File: config.mk
export PLATFORM = sky130hd
export DESIGN_NAME = ers_status_bank
export DESIGN_NICKNAME = d
export VERILOG_FILES = /design/src/include/ers_pkg.sv /design/src/ers_status_bank.sv
export VERILOG_INCLUDE_DIRS = /design/src /design/src/include
export SDC_FILE = /design/constraint.sdc
export NUM_CORES = 1
export LEC_CHECK = 0
export ABC_AREA = 1
export BUFFER_PORTS_ARGS = -buffer_cell sky130_fd_sc_hd__buf_2
export CORE_ASPECT_RATIO = 1.75
export CORE_UTILIZATION = 55
export CTS_CLUSTER_DIAMETER = 40
export DETAILED_ROUTE_END_ITERATION = 16
export HOLD_SLACK_MARGIN = 0.05
export PLACE_DENSITY_LB_ADDON = 0.25
export SLEW_MARGIN = 40
export SYNTH_ARGS = -nofsm -noshare
export SYNTH_HDL_FRONTEND = slang
export SYNTH_SLANG_ARGS = --single-unit
File: constraint.sdc
create_clock -name clk -period 2.15 [get_ports clk]
set_input_delay 0.3225 -clock clk [delete_from_list [all_inputs] [get_ports clk]]
set_output_delay 0.3225 -clock clk [all_outputs]
set_load 0.1 [all_outputs]
File: src/include/ers_defs.svh
/*
 Offsets, field positions, reset values and timing counts of the receive status bank.
 Assumes it is included by bare name from the bank module.
*/
`ifndef ERS_DEFS_SVH
`define ERS_DEFS_SVH

// Register indexes; byte address is four times the index
`define ERS_IDX_MF_ALIGN 6'h14
`define ERS_IDX_MSB_PHASE 6'h15
`define ERS_IDX_LSB_PHASE 6'h16
`define ERS_IDX_JA 6'h17
`define ERS_IDX_LINE 6'h18
`define ERS_IDX_IRQ_STAT 6'h1c
`define ERS_IDX_IRQ_MASK 6'h1d

// Upper phase word fields
`define ERS_SLIP_TOG_BIT 7
`define ERS_SLIP_DIR_BIT 6
`define ERS_AUX_BIT 5
`define ERS_TWO_BAD_BIT 4

// Dejitter status word fields
`define ERS_JA_SLOW_BIT 7
`define ERS_JA_FAST_BIT 6
`define ERS_JA_EMPTY_BIT 5
`define ERS_JA_FOUR_BIT 4
`define ERS_JA_HALF_BIT 3
`define ERS_JA_NEAR_BIT 2
`define ERS_JA_FULL_BIT 1

// Line status word fields
`define ERS_LINE_LONG_BIT 7
`define ERS_LINE_MED_BIT 6
`define ERS_LINE_SHORT_BIT 5
`define ERS_LINE_LOS_BIT 4

// Interrupt status and mask fields
`define ERS_IRQ_SLIP_BIT 0
`define ERS_IRQ_AUX_BIT 1
`define ERS_IRQ_TWO_BAD_BIT 2
`define ERS_IRQ_LOS_BIT 3
`define ERS_IRQ_MF_BIT 4
`define ERS_IRQ_W 5

// Reset values
`define ERS_RST_BYTE 8'h00
`define ERS_RST_PHASE 12'h000
`define ERS_RST_IRQ 5'h00

// Timing
`define ERS_CLK_PERIOD_NS 50
`define ERS_LOS_TIME_US 1000
`define ERS_LOS_CYCLES (((`ERS_LOS_TIME_US * 1000) + `ERS_CLK_PERIOD_NS - 1) / `ERS_CLK_PERIOD_NS)
`define ERS_AUX_WINDOW_BITS 512
`define ERS_AUX_ERR_MAX 1
`define ERS_JA_DEPTH 32
`define ERS_JA_MARGIN 4

`endif

File: src/include/ers_pkg.sv
/*
 Types shared by the receive status bank and its surroundings.
 Assumes ers_defs.svh sits on the include path.
*/
`default_nettype none
package ers_pkg;

   // Time slot 16 byte of frame zero, first received bit at the top
   typedef struct packed {
      logic [3:0] mf_align_bits;
      logic spare_bit_one;
      logic remote_mf_loss;
      logic [1:0] spare_bits_two_three;
   } ers_mf_byte_t;

   // Attenuation class reported by the line equalizer
   typedef struct packed {
      logic long_line_flag;
      logic medium_line_flag;
      logic short_line_flag;
   } ers_line_class_t;

   // Phase measurement sequence
   typedef enum logic [0:0] {
      PH_IDLE,
      PH_COUNT
   } ers_phase_state_t;

endpackage
`default_nettype wire

File: src/ers_status_bank.sv
/*
 Receive status words of an E1 framer, read over APB, with a sticky interrupt bank.
 Assumes all event inputs come from logic on clk; only the line amplitude-low
 indication arrives from the analog front end and is synchronised here.
*/
//
// Contract
// - TS16 frame zero bits 1-4 to top nibble
// - Bit five shown as first spare bit
// - Bit six shown as remote multiframe flag
// - Bits seven, eight shown as spare bits two/three
// - Slip toggle inverts on every controlled slip
// - Slip direction updated on each slip
// - Alternating pattern flag after 512 bits, tolerant
// - Flag when last two alignment words bad
// - 12-bit eighth-bit phase count, top nibble shown
// - Low phase byte in separate word
// - Slow flag while dejittered clock lengthened
// - Fast flag while dejittered clock shortened
// - FIFO empty bit5, FIFO full bit1
// - Four-filled and half-full FIFO flags
// - Long, medium, short line class flags
// - Loss of signal after 1 ms low amplitude
`timescale 1ns/100ps
`default_nettype none
`include "ers_defs.svh"

module ers_status_bank
   import ers_pkg::*;
#(
   parameter int JA_DEPTH = `ERS_JA_DEPTH,
   parameter int LOS_CYCLES = `ERS_LOS_CYCLES
) (
   input wire logic clk, // 20 MHz system clock
   input wire logic rst_b, // Async reset, active low
   input wire logic psel, // APB select
   input wire logic penable, // APB access phase
   input wire logic pwrite, // APB direction
   input wire logic [7:0] paddr, // APB byte address
   input wire logic [31:0] pwdata, // APB write data
   output logic [31:0] prdata, // APB read data
   output logic pready, // APB ready
   output logic pslverr, // APB error, unmapped address
   output logic irq, // Level interrupt
   input wire logic ts16_f0_valid, // TS16 frame zero byte strobe
   input wire ers_mf_byte_t ts16_f0_byte, // TS16 frame zero byte
   input wire logic slip_event, // Controlled frame slip pulse
   input wire logic slip_repeat, // Slip repeated a frame
   input wire logic rx_bit_valid, // Received line bit strobe
   input wire logic rx_bit, // Received line bit
   input wire logic fas_check_valid, // Alignment word checked
   input wire logic fas_check_error, // Checked alignment word bad
   input wire logic backplane_frame_pulse, // Backplane frame start
   input wire logic rx_frame_pulse, // Receive frame start
   input wire logic eighth_bit_tick, // One eighth of a bit time
   input wire logic dejitter_slow_in, // Clock trim lengthened
   input wire logic dejitter_fast_in, // Clock trim shortened
   input wire logic [$clog2(JA_DEPTH+1)-1:0] dejitter_fifo_level, // Filled locations
   input wire ers_line_class_t line_class, // Equalizer class
   input wire logic line_amp_low_pin // Amplitude 20 dB low, async
);

   localparam int LVL_W = $clog2(JA_DEPTH + 1);
   localparam int LOS_W = $clog2(LOS_CYCLES + 1);

   // Elaboration check
   if (JA_DEPTH < 2 * `ERS_JA_MARGIN || LOS_CYCLES < 1) begin : g_bad_param
      $error("ers_status_bank: JA_DEPTH below 8 or LOS_CYCLES below 1");
   end

   // ******************************************************
   // Helpers
   // ******************************************************

   // Word decode at an aligned index
   function automatic logic hit(input logic [7:0] a, input logic [5:0] idx);
      hit = (a[7:2] == idx) && (a[1:0] == 2'b00);
   endfunction

   // ******************************************************
   // State
   // ******************************************************
   ers_mf_byte_t mf_align;
   logic slip_toggle;
   logic slip_direction;
   logic alt_pattern_detect;
   logic two_bad_align_words;
   logic last_fas_error;
   logic [11:0] rx_phase_count;
   logic [11:0] phase_run;
   ers_phase_state_t phase_state;
   logic [7:0] ja_status;
   ers_line_class_t line_flags;
   logic line_signal_lost;
   logic [9:0] aux_bits;
   logic [9:0] aux_miss;
   logic amp_meta;
   logic amp_low;
   logic [LOS_W-1:0] los_cnt;
   logic [`ERS_IRQ_W-1:0] irq_status;
   logic [`ERS_IRQ_W-1:0] irq_mask;

   // ******************************************************
   // Multiframe alignment byte and slips
   // ******************************************************

   // Whole byte kept as received so bit order matches the line
   always_ff @(posedge clk or negedge rst_b) begin
      if (!rst_b) begin
         mf_align <= ers_mf_byte_t'(`ERS_RST_BYTE);
      end else if (ts16_f0_valid) begin
         mf_align <= ts16_f0_byte;
      end
   end

   // Toggle rather than sticky so software never has to clear it
   always_ff @(posedge clk or negedge rst_b) begin
      if (!rst_b) begin
         slip_toggle <= 1'b0;
         slip_direction <= 1'b0;
      end else if (slip_event) begin
         slip_toggle <= ~slip_toggle;
         slip_direction <= slip_repeat;
      end
   end

   // ******************************************************
   // Alternating pattern detector
   // ******************************************************
   logic aux_exp;
   logic [9:0] next_aux_miss;
   logic aux_window_end;
   logic aux_ok;

   // Mismatches against one phase; the other phase is the complement
   always_comb begin
      aux_exp = aux_bits[0];
      next_aux_miss = aux_miss + {9'h000, rx_bit != aux_exp};
      aux_window_end = rx_bit_valid && (aux_bits == 10'(`ERS_AUX_WINDOW_BITS - 1));
      aux_ok = (next_aux_miss <= 10'(`ERS_AUX_ERR_MAX)) ||
               (next_aux_miss >= 10'(`ERS_AUX_WINDOW_BITS - `ERS_AUX_ERR_MAX));
   end

   // Decided per 512-bit window; one error per window covers 1e-3
   always_ff @(posedge clk or negedge rst_b) begin
      if (!rst_b) begin
         aux_bits <= 10'h000;
         aux_miss <= 10'h000;
         alt_pattern_detect <= 1'b0;
      end else if (aux_window_end) begin
         aux_bits <= 10'h000;
         aux_miss <= 10'h000;
         alt_pattern_detect <= aux_ok;
      end else if (rx_bit_valid) begin
         aux_bits <= aux_bits + 10'h001;
         aux_miss <= next_aux_miss;
      end
   end

   // ******************************************************
   // Consecutive alignment errors
   // ******************************************************
   always_ff @(posedge clk or negedge rst_b) begin
      if (!rst_b) begin
         last_fas_error <= 1'b0;
         two_bad_align_words <= 1'b0;
      end else if (fas_check_valid) begin
         last_fas_error <= fas_check_error;
         two_bad_align_words <= fas_check_error && last_fas_error;
      end
   end

   // ******************************************************
   // Phase measurement
   // ******************************************************

   // Resolution is one tick, so within an eighth of a bit
   always_ff @(posedge clk or negedge rst_b) begin
      if (!rst_b) begin
         phase_state <= PH_IDLE;
         phase_run <= `ERS_RST_PHASE;
         rx_phase_count <= `ERS_RST_PHASE;
      end else begin
         case (phase_state)
            PH_IDLE: begin
               if (backplane_frame_pulse && rx_frame_pulse) begin
                  rx_phase_count <= `ERS_RST_PHASE;
               end else if (backplane_frame_pulse) begin
                  phase_run <= `ERS_RST_PHASE;
                  phase_state <= PH_COUNT;
               end
            end
            PH_COUNT: begin
               if (rx_frame_pulse) begin
                  rx_phase_count <= phase_run;
                  phase_state <= PH_IDLE;
               end else if (backplane_frame_pulse) begin
                  phase_run <= `ERS_RST_PHASE;
               end else if (eighth_bit_tick) begin
                  phase_run <= phase_run + 12'h001;
               end
            end
            default: begin
               phase_state <= PH_IDLE;
            end
         endcase
      end
   end

   // ******************************************************
   // Dejitter FIFO flags
   // ******************************************************
   always_ff @(posedge clk or negedge rst_b) begin
      if (!rst_b) begin
         ja_status <= `ERS_RST_BYTE;
      end else begin
         ja_status <= `ERS_RST_BYTE;
         ja_status[`ERS_JA_SLOW_BIT] <= dejitter_slow_in;
         ja_status[`ERS_JA_FAST_BIT] <= dejitter_fast_in;
         ja_status[`ERS_JA_EMPTY_BIT] <= dejitter_fifo_level == '0;
         ja_status[`ERS_JA_FOUR_BIT] <=
            dejitter_fifo_level >= LVL_W'(`ERS_JA_MARGIN);
         ja_status[`ERS_JA_HALF_BIT] <= dejitter_fifo_level >= LVL_W'(JA_DEPTH / 2);
         ja_status[`ERS_JA_NEAR_BIT] <=
            dejitter_fifo_level >= LVL_W'(JA_DEPTH - `ERS_JA_MARGIN);
         ja_status[`ERS_JA_FULL_BIT] <= dejitter_fifo_level == LVL_W'(JA_DEPTH);
      end
   end

   // ******************************************************
   // Line class and loss of signal
   // ******************************************************

   // Front-end level crosses domains; only amp_low is read
   always_ff @(posedge clk or negedge rst_b) begin
      if (!rst_b) begin
         amp_meta <= 1'b0;
         amp_low <= 1'b0;
      end else begin
         amp_meta <= line_amp_low_pin;
         amp_low <= amp_meta;
      end
   end

   always_ff @(posedge clk or negedge rst_b) begin
      if (!rst_b) begin
         line_flags <= '0;
      end else begin
         line_flags <= line_class;
      end
   end

   // Saturating count; any return of amplitude restarts the wait
   always_ff @(posedge clk or negedge rst_b) begin
      if (!rst_b) begin
         los_cnt <= '0;
         line_signal_lost <= 1'b0;
      end else if (!amp_low) begin
         los_cnt <= '0;
         line_signal_lost <= 1'b0;
      end else if (los_cnt == LOS_W'(LOS_CYCLES - 1)) begin
         line_signal_lost <= 1'b1;
      end else begin
         los_cnt <= los_cnt + LOS_W'(1);
      end
   end

   // ******************************************************
   // Interrupt bank
   // ******************************************************
   logic [`ERS_IRQ_W-1:0] irq_events;
   logic irq_read;
   logic apb_access;

   assign apb_access = psel && penable && pready;
   assign irq_read = apb_access && !pwrite && hit(paddr, `ERS_IDX_IRQ_STAT);

   // Rising edges of the pattern, two-bad and loss flags, one cycle early from their causes; slip and byte strobes set directly
   always_comb begin
      irq_events = '0;
      irq_events[`ERS_IRQ_SLIP_BIT] = slip_event;
      irq_events[`ERS_IRQ_AUX_BIT] = aux_window_end && aux_ok && !alt_pattern_detect;
      irq_events[`ERS_IRQ_TWO_BAD_BIT] = fas_check_valid && fas_check_error &&
                                         last_fas_error && !two_bad_align_words;
      irq_events[`ERS_IRQ_LOS_BIT] = amp_low && !line_signal_lost &&
                                     (los_cnt == LOS_W'(LOS_CYCLES - 1));
      irq_events[`ERS_IRQ_MF_BIT] = ts16_f0_valid;
   end

   // Set wins over the read-clear; only bits already handed out are cleared
   always_ff @(posedge clk or negedge rst_b) begin
      if (!rst_b) begin
         irq_status <= `ERS_RST_IRQ;
      end else if (irq_read) begin
         irq_status <= (irq_status & ~prdata[`ERS_IRQ_W-1:0]) | irq_events;
      end else begin
         irq_status <= irq_status | irq_events;
      end
   end

   always_ff @(posedge clk or negedge rst_b) begin
      if (!rst_b) begin
         irq_mask <= `ERS_RST_IRQ;
      end else if (apb_access && pwrite && hit(paddr, `ERS_IDX_IRQ_MASK)) begin
         irq_mask <= pwdata[`ERS_IRQ_W-1:0];
      end
   end

   always_ff @(posedge clk or negedge rst_b) begin
      if (!rst_b) begin
         irq <= 1'b0;
      end else begin
         irq <= |(irq_status & irq_mask);
      end
   end

   // ******************************************************
   // APB slave
   // ******************************************************
   logic [7:0] msb_word;
   logic [7:0] line_word;
   logic [31:0] rd_word;
   logic mapped;

   always_comb begin
      msb_word = {4'h0, rx_phase_count[11:8]};
      msb_word[`ERS_SLIP_TOG_BIT] = slip_toggle;
      msb_word[`ERS_SLIP_DIR_BIT] = slip_direction;
      msb_word[`ERS_AUX_BIT] = alt_pattern_detect;
      msb_word[`ERS_TWO_BAD_BIT] = two_bad_align_words;
      line_word = `ERS_RST_BYTE;
      line_word[`ERS_LINE_LONG_BIT] = line_flags.long_line_flag;
      line_word[`ERS_LINE_MED_BIT] = line_flags.medium_line_flag;
      line_word[`ERS_LINE_SHORT_BIT] = line_flags.short_line_flag;
      line_word[`ERS_LINE_LOS_BIT] = line_signal_lost;
      mapped = 1'b1;
      rd_word = 32'h0000_0000;
      if (hit(paddr, `ERS_IDX_MF_ALIGN)) begin
         rd_word[7:0] = mf_align;
      end else if (hit(paddr, `ERS_IDX_MSB_PHASE)) begin
         rd_word[7:0] = msb_word;
      end else if (hit(paddr, `ERS_IDX_LSB_PHASE)) begin
         rd_word[7:0] = rx_phase_count[7:0];
      end else if (hit(paddr, `ERS_IDX_JA)) begin
         rd_word[7:0] = ja_status;
      end else if (hit(paddr, `ERS_IDX_LINE)) begin
         rd_word[7:0] = line_word;
      end else if (hit(paddr, `ERS_IDX_IRQ_STAT)) begin
         rd_word[`ERS_IRQ_W-1:0] = irq_status;
      end else if (hit(paddr, `ERS_IDX_IRQ_MASK)) begin
         rd_word[`ERS_IRQ_W-1:0] = irq_mask;
      end else begin
         mapped = 1'b0;
      end
   end

   // Answer prepared in setup so every output leaves a flop; one access cycle
   always_ff @(posedge clk or negedge rst_b) begin
      if (!rst_b) begin
         prdata <= 32'h0000_0000;
         pready <= 1'b0;
         pslverr <= 1'b0;
      end else if (psel && !penable) begin
         prdata <= pwrite ? 32'h0000_0000 : rd_word;
         pready <= 1'b1;
         pslverr <= !mapped;
      end else begin
         pready <= 1'b0;
         pslverr <= 1'b0;
      end
   end
endmodule // ers_status_bank
`default_nettype wire

# Word-level counts from Yosys, hierarchy flattened

Index checks and enable logic that the tools add are counted.

Flip-flop bits (word level): 131
Bits in latches: 0
Bits in writable memories: 0
ROM bits: 0
Bits of input ports: 75
Output and inout port bits: 35
Logic and storage cells: 140
Memories kept: 0

Add/sub/neg operators: 4
Multipliers: 0
Divide/modulo/power cells: 0
Order comparisons: 5
Equality and inequality tests: 19
Shifts and indexed selects: 0
Muxes and demuxes: 40
Bitwise gates (word level): 7
Reduce and logical (&&, ||, !) cells: 37

Operators with widths:

| kind                    | number |
|---|---|
| $mux W12                | 7 |
| $pmux W12 S2            | 2 |
| $eq A6 B5 Y1 const B    | 7 |
| $mux W10                | 4 |
| $mux W8                 | 5 |
| $mux W15                | 2 |
| $logic_and A1 B1 Y1     | 24 |
| $mux W5                 | 4 |
| $add A15 B1 Y15 const B | 1 |
| $eq A15 B15 Y1 const B  | 1 |
| $mux W1                 | 14 |
| $add A12 B1 Y12 const B | 1 |
| $ge A6 B5 Y1 const B    | 2 |
| $ne A2 B2 Y1 const B    | 6 |
| $add A10 B1 Y10         | 1 |
| $add A10 B1 Y10 const B | 1 |
| $and A5 B5 Y5           | 2 |
| $eq A10 B9 Y1 const B   | 1 |
| $ge A10 B9 Y1 const B   | 1 |
| $le A10 B1 Y1 const B   | 1 |
| $or A5 B5 Y5            | 2 |
| $eq A6 B6 Y1 const B    | 1 |
| $ge A6 B3 Y1 const B    | 1 |
| $logic_not A1 Y1        | 6 |
| other kinds (14)        | 15 |

# Longest topological paths before layout

Word-level depth: 11
Depth in mapped cells: 13
Depth with buffers taken out: 13

# Worst setup path after synthesis

Ideal clock, no wire load.

Kind: register to register
Start point: reg pready
End point: reg irq_mask[1]
Setup time: 0.117 ns
Data arrival time: 1.724 ns
Data required time: 2.033 ns
Path slack: 0.308 ns
Stages on the path, launching flop included: 6
Buffers on the path: 1
Period minus slack after synthesis: 1.842 ns
Cells stage by stage: dfrtp_1 -> nand3_1 -> or3b_1 -> buf_6 -> nand2_1 -> o21ai_2

Word-level cells in the longest chain between the ends: 3

RTL lines:

| what                             | RTL line               | text |
|---|---|---|
| start, declared                  | ers_status_bank.sv:42  | `output logic pready,` |
| start signal, assigned           | ers_status_bank.sv:361 | `pready <= 1'b0;` |
| start signal, assigned           | ers_status_bank.sv:365 | `pready <= 1'b1;` |
| start signal, assigned           | ers_status_bank.sv:368 | `pready <= 1'b0;` |
| $logic_and A1 B1 Y1              | ers_status_bank.sv:275 | `assign apb_access = psel && penable && pready;` |
| $logic_and A1 B1 Y1 (2 in a row) | ers_status_bank.sv:304 | `` end else if (apb_access && pwrite && hit(paddr, `ERS_IDX_IRQ_MASK)) begin `` |
| end signal, assigned             | ers_status_bank.sv:303 | `` irq_mask <= `ERS_RST_IRQ; `` |
| end signal, assigned             | ers_status_bank.sv:305 | `` irq_mask <= pwdata[`ERS_IRQ_W-1:0]; `` |
| end, declared                    | ers_status_bank.sv:101 | `` logic [`ERS_IRQ_W-1:0] irq_mask; `` |

No other way between the ends.
A chain may end at the register's enable or synchronous reset.

# Worst setup path after layout

Start point: reg aux_bits[0]
End point: reg aux_miss[8]

Word-level cells in the longest chain between the ends: 4
Elaborated cells between the ends (all ways): 7
Classes of those cells: add/sub (1); eq/ne (2); mux (2); reduce/logical (2)

RTL lines:

| what                   | RTL line               | text |
|---|---|---|
| start, declared        | ers_status_bank.sv:95  | `logic [9:0] aux_bits;` |
| start signal, assigned | ers_status_bank.sv:155 | `aux_bits <= aux_bits + 10'h001;` |
| $ne A1 B1 Y1           | ers_status_bank.sv:138 | `next_aux_miss = aux_miss + {9'h000, rx_bit != aux_exp};` |
| $add A10 B1 Y10        | ers_status_bank.sv:138 |  |
| $mux W10               | ers_status_bank.sv:154 | `end else if (rx_bit_valid) begin` |
| $mux W10               | ers_status_bank.sv:150 | `end else if (aux_window_end) begin` |
| end signal, assigned   | ers_status_bank.sv:156 | `aux_miss <= next_aux_miss;` |
| end, declared          | ers_status_bank.sv:96  | `logic [9:0] aux_miss;` |

Several ways; a longest one is shown, not always the timed one. The select of a mux whose other input is x is not followed.

==> results.json <==
{
  "cp-start-kind": "flop",
  "maxCapViolCount": 0,
  "slowest_stage": "dfrtp_1",
  "gp_congestion": 0.876,
  "arrival_ns": 2.18,
  "cts_buffer_depth": 2,
  "area_growth_pct": 13.8,
  "hp-start": "line_amp_low_pin",
  "die_x_um": 77.6,
  "critPathCaptureType": "flop",
  "antenna_left": 0,
  "avgSynthCellArea_um2": 8.08,
  "ys_ff_latch": 107,
  "ioPinCount": 110,
  "drt_wl_total_um": 12400,
  "placementRows": 47,
  "yosysSeqAreaShare_pct": 48.7,
  "cpPeakStageDelay_ns": 0.40,
  "crit_type": "flop to flop",
  "drtIter0Drc": 321,
  "setup_viol": 0,
  "required_ns": 2.37,
  "min_to": "amp_meta$_DFF_PN0_",
  "rr_endpoint": "aux_miss[8]$_DFFE_PN0P_",
  "period_share_pct": 91.0,
  "n_antenna_cell": 0,
  "p_leak_nw": 3.16,
  "path_max_fanout": 9,
  "ir_drop_uv": 651,
  "worstHoldPathType": "primary input to flop",
  "rrSetupSlack_ns": 0.19,
  "core_area_um2": 9590,
  "period_needed_ns": 1.96,
  "grt_usage_pct": 25.4,
  "drt_first_pass_iters": 5,
  "max_freq_ghz": 0.511,
  "ys.flop_type": "dfrtp_1",
  "fin_skew_ns": 0.00723,
  "n_fill_cell": 789,
  "dieHeight_um": 134,
  "power_per_cell_area_nw_per_um2": 840,
  "final_cell_mix": "168 x nand2_1, 107 x dfrtp_1, 105 x inv_1",
  "yosys_warnings": 0,
  "dp.final_hpwl_um": 9360,
  "insertion_delay_ns": 0.36,
  "die_area_um2": 10400,
  "start_util_pct": 57.3,
  "portBuffers": 58,
  "routedWlPerCell_um": 14.2,
  "ys_async_sr_fraction_pct": 100,
  "root_buffer": "clkbuf_16",
  "layout_commonest_cell": "nand2_1",
  "synthDistinctLibCells": 45,
  "avgViaCountPerCell": 5.24,
  "drv_slew": 0,
  "rsz0062_at_grt": "no",
  "cts_sinks": 107,
  "numCtsBuffers": 9,
  "grt_pass1_vias": 4596,
  "hold_viol": 0,
  "h-tree-depth": 3,
  "cts_tree": "done",
  "drive_above_1_share_pct": 15.5,
  "worst_pin_slew_ns": 0.517,
  "syn_inst": 680,
  "grt_max_degree": 39,
  "status": "complete, no violations",
  "grt_antenna_before_repair": 0,
  "timing.rr.start": "aux_bits[0]$_DFFE_PN0P_",
  "finalNonFillerCells": 875,
  "fin_hold_ws_ns": 0.0730,
  "worstRegToRegCells": 8,
  "relSlewSlack_pct": 65.5,
  "grt-ovfl-total": 0,
  "setup_tns_ns": 0,
  "path_cells": "buf_4 -> ha_1 -> inv_1 -> nor3_2 -> and2_4 -> nand3_4 -> o31ai_4 -> o21ai_0",
  "drc_errors": 0,
  "synth_edf_count": 0,
  "placedCellCount": 858,
  "vias": 4586,
  "hold-path-cell-count": 1,
  "nets": 830,
  "netlist_area_um2": 5500,
  "grt_pass1_wl_um": 20300,
  "cts.clk_slew.worst_paths_ns": 0.07
}
metal layers:
layer	global-route usage [%]	share of wire [%]	vias up	wire length, um
met5	0	0	-	0
met4	16.5	4.4	0	552
met3	4.29	3.8	37	466
met2	46.2	54	126	6750
met1	26.5	37	2158	4650
li1	-	-	2265	-
where the power goes:
| group | switching, mW | internal (mW) |
|---|---|---|
| clock network | 0.721 | 1.19 |
| logic | 0.654 | 0.273 |
| registers | 0.208 | 2.20 |
synth_stat cells (4+ instances only):
cell	instances	share of area, %
nor4_1	4	0.46
nor2_1	45	3.1
nand3_1	44	4.0
buf_4	25	3.4
o22ai_1	12	1.4
o21ai_0	45	4.1
nor2_2	4	0.46
ha_1	6	1.4
clkbuf_1	5	0.34
nand2_1	168	11
nor3_1	13	1.2
o21ai_2	5	0.80
inv_1	106	7.2
a21oi_1	29	2.6
dfrtp_1	107	49
or2_2	4	0.46
nor3_2	4	0.73
xor2_1	7	1.1
nand4_1	15	1.7
through the flow:
| step | area (um^2) | setup WS (ns) | utilization, % | total power [mW] |
|---|---|---|---|---|
| after floorplan | 5580 | 0.308 | - | 3.11 |
| after global placement | 5870 | 0.183 | 61.2 | 3.29 |
| after detailed placement | 5870 | 0.118 | 61.2 | 3.34 |
| after CTS | 6230 | 0.126 | 65.0 | 5.27 |
| after global routing | 6250 | 0.0175 | 65.2 | 5.48 |
| final | 6250 | 0.194 | 65.2 | 5.25 |
timing repair:
action / in CTS / in global routing
endpoints found under the hold margin: 34 / 0
hold buffers: 1 / 0
gates resized for setup: 0 / 4
endpoints found under the setup margin: 0 / 2
setup buffers: 0 / 1
sequential cells by signal, indices dropped and copies added (netlist names):
name	count
slip_toggle	1
amp_low	1
irq	1
pready	1
aux_miss	10
line_flags	3
phase_run	12
last_fas_error	1
ja_status	7
amp_meta	1
phase_state	1
los_cnt	15
rx_phase_count	12
line_signal_lost	1
prdata	8
two_bad_align_words	1
irq_mask	5
alt_pattern_detect	1
slip_direction	1
pslverr	1
mf_align	8
irq_status	5
aux_bits	10
worst max-delay path: cells and delay by family, from the launching register on:
family          cells  cell delay [ns]
buf+inv             2             0.19
compound gates      2             0.53
fa+ha+maj           1             0.16
flops               1             0.40
simple gates        3             0.53
worst max-delay path by stage:
| stage | from | to | slack [ns] |
|---|---|---|---|
| 2_1_floorplan | pready$_DFF_PN0_ | irq_mask[1]$_DFFE_PN0P_ | 0.31 |
| 3_3_place_gp | rx_bit | alt_pattern_detect$_DFFE_PN0P_ | 0.18 |
| 3_5_place_dp | rx_bit | alt_pattern_detect$_DFFE_PN0P_ | 0.12 |
| 4_1_cts | aux_bits[0]$_DFFE_PN0P_ | alt_pattern_detect$_DFFE_PN0P_ | 0.13 |
| 5_1_grt | aux_bits[0]$_DFFE_PN0P_ | alt_pattern_detect$_DFFE_PN0P_ | 0.02 |
| 6_report | aux_bits[0]$_DFFE_PN0P_ | aux_miss[8]$_DFFE_PN0P_ | 0.19 |
cells by family (layout without fill, tap and decap cells):
group / count (synthesis) / after routing / synth area share, %
XOR/XNOR: 8 / 8 / 1.27
adder cells (fa/ha/maj): 6 / 6 / 1.37
buffers and inverters: 140 / 190 / 11.4
other: 1 / 24 / 0.0682
AO/OA/AOI/OAI: 100 / 100 / 10.4
AND/OR/NAND/NOR: 317 / 317 / 26.5
multiplexers: 1 / 1 / 0.205
flip-flops: 107 / 107 / 48.7
layout make-up:
| class | count | area, um^2 | area share (%) |
|---|---|---|---|
| flip-flops and latches | 107 | 2680 | 42.8 |
| multi-input cells | 456 | 2290 | 36.7 |
| inverters | 108 | 405 | 6.48 |
| repair buffers | 67 | 375 | 6.00 |
| clock buffers | 11 | 253 | 4.04 |
| well taps | 122 | 153 | 2.44 |
| clock inverters | 4 | 97.6 | 1.56 |
No activity file was read; power rests on OpenSTA's default activity.
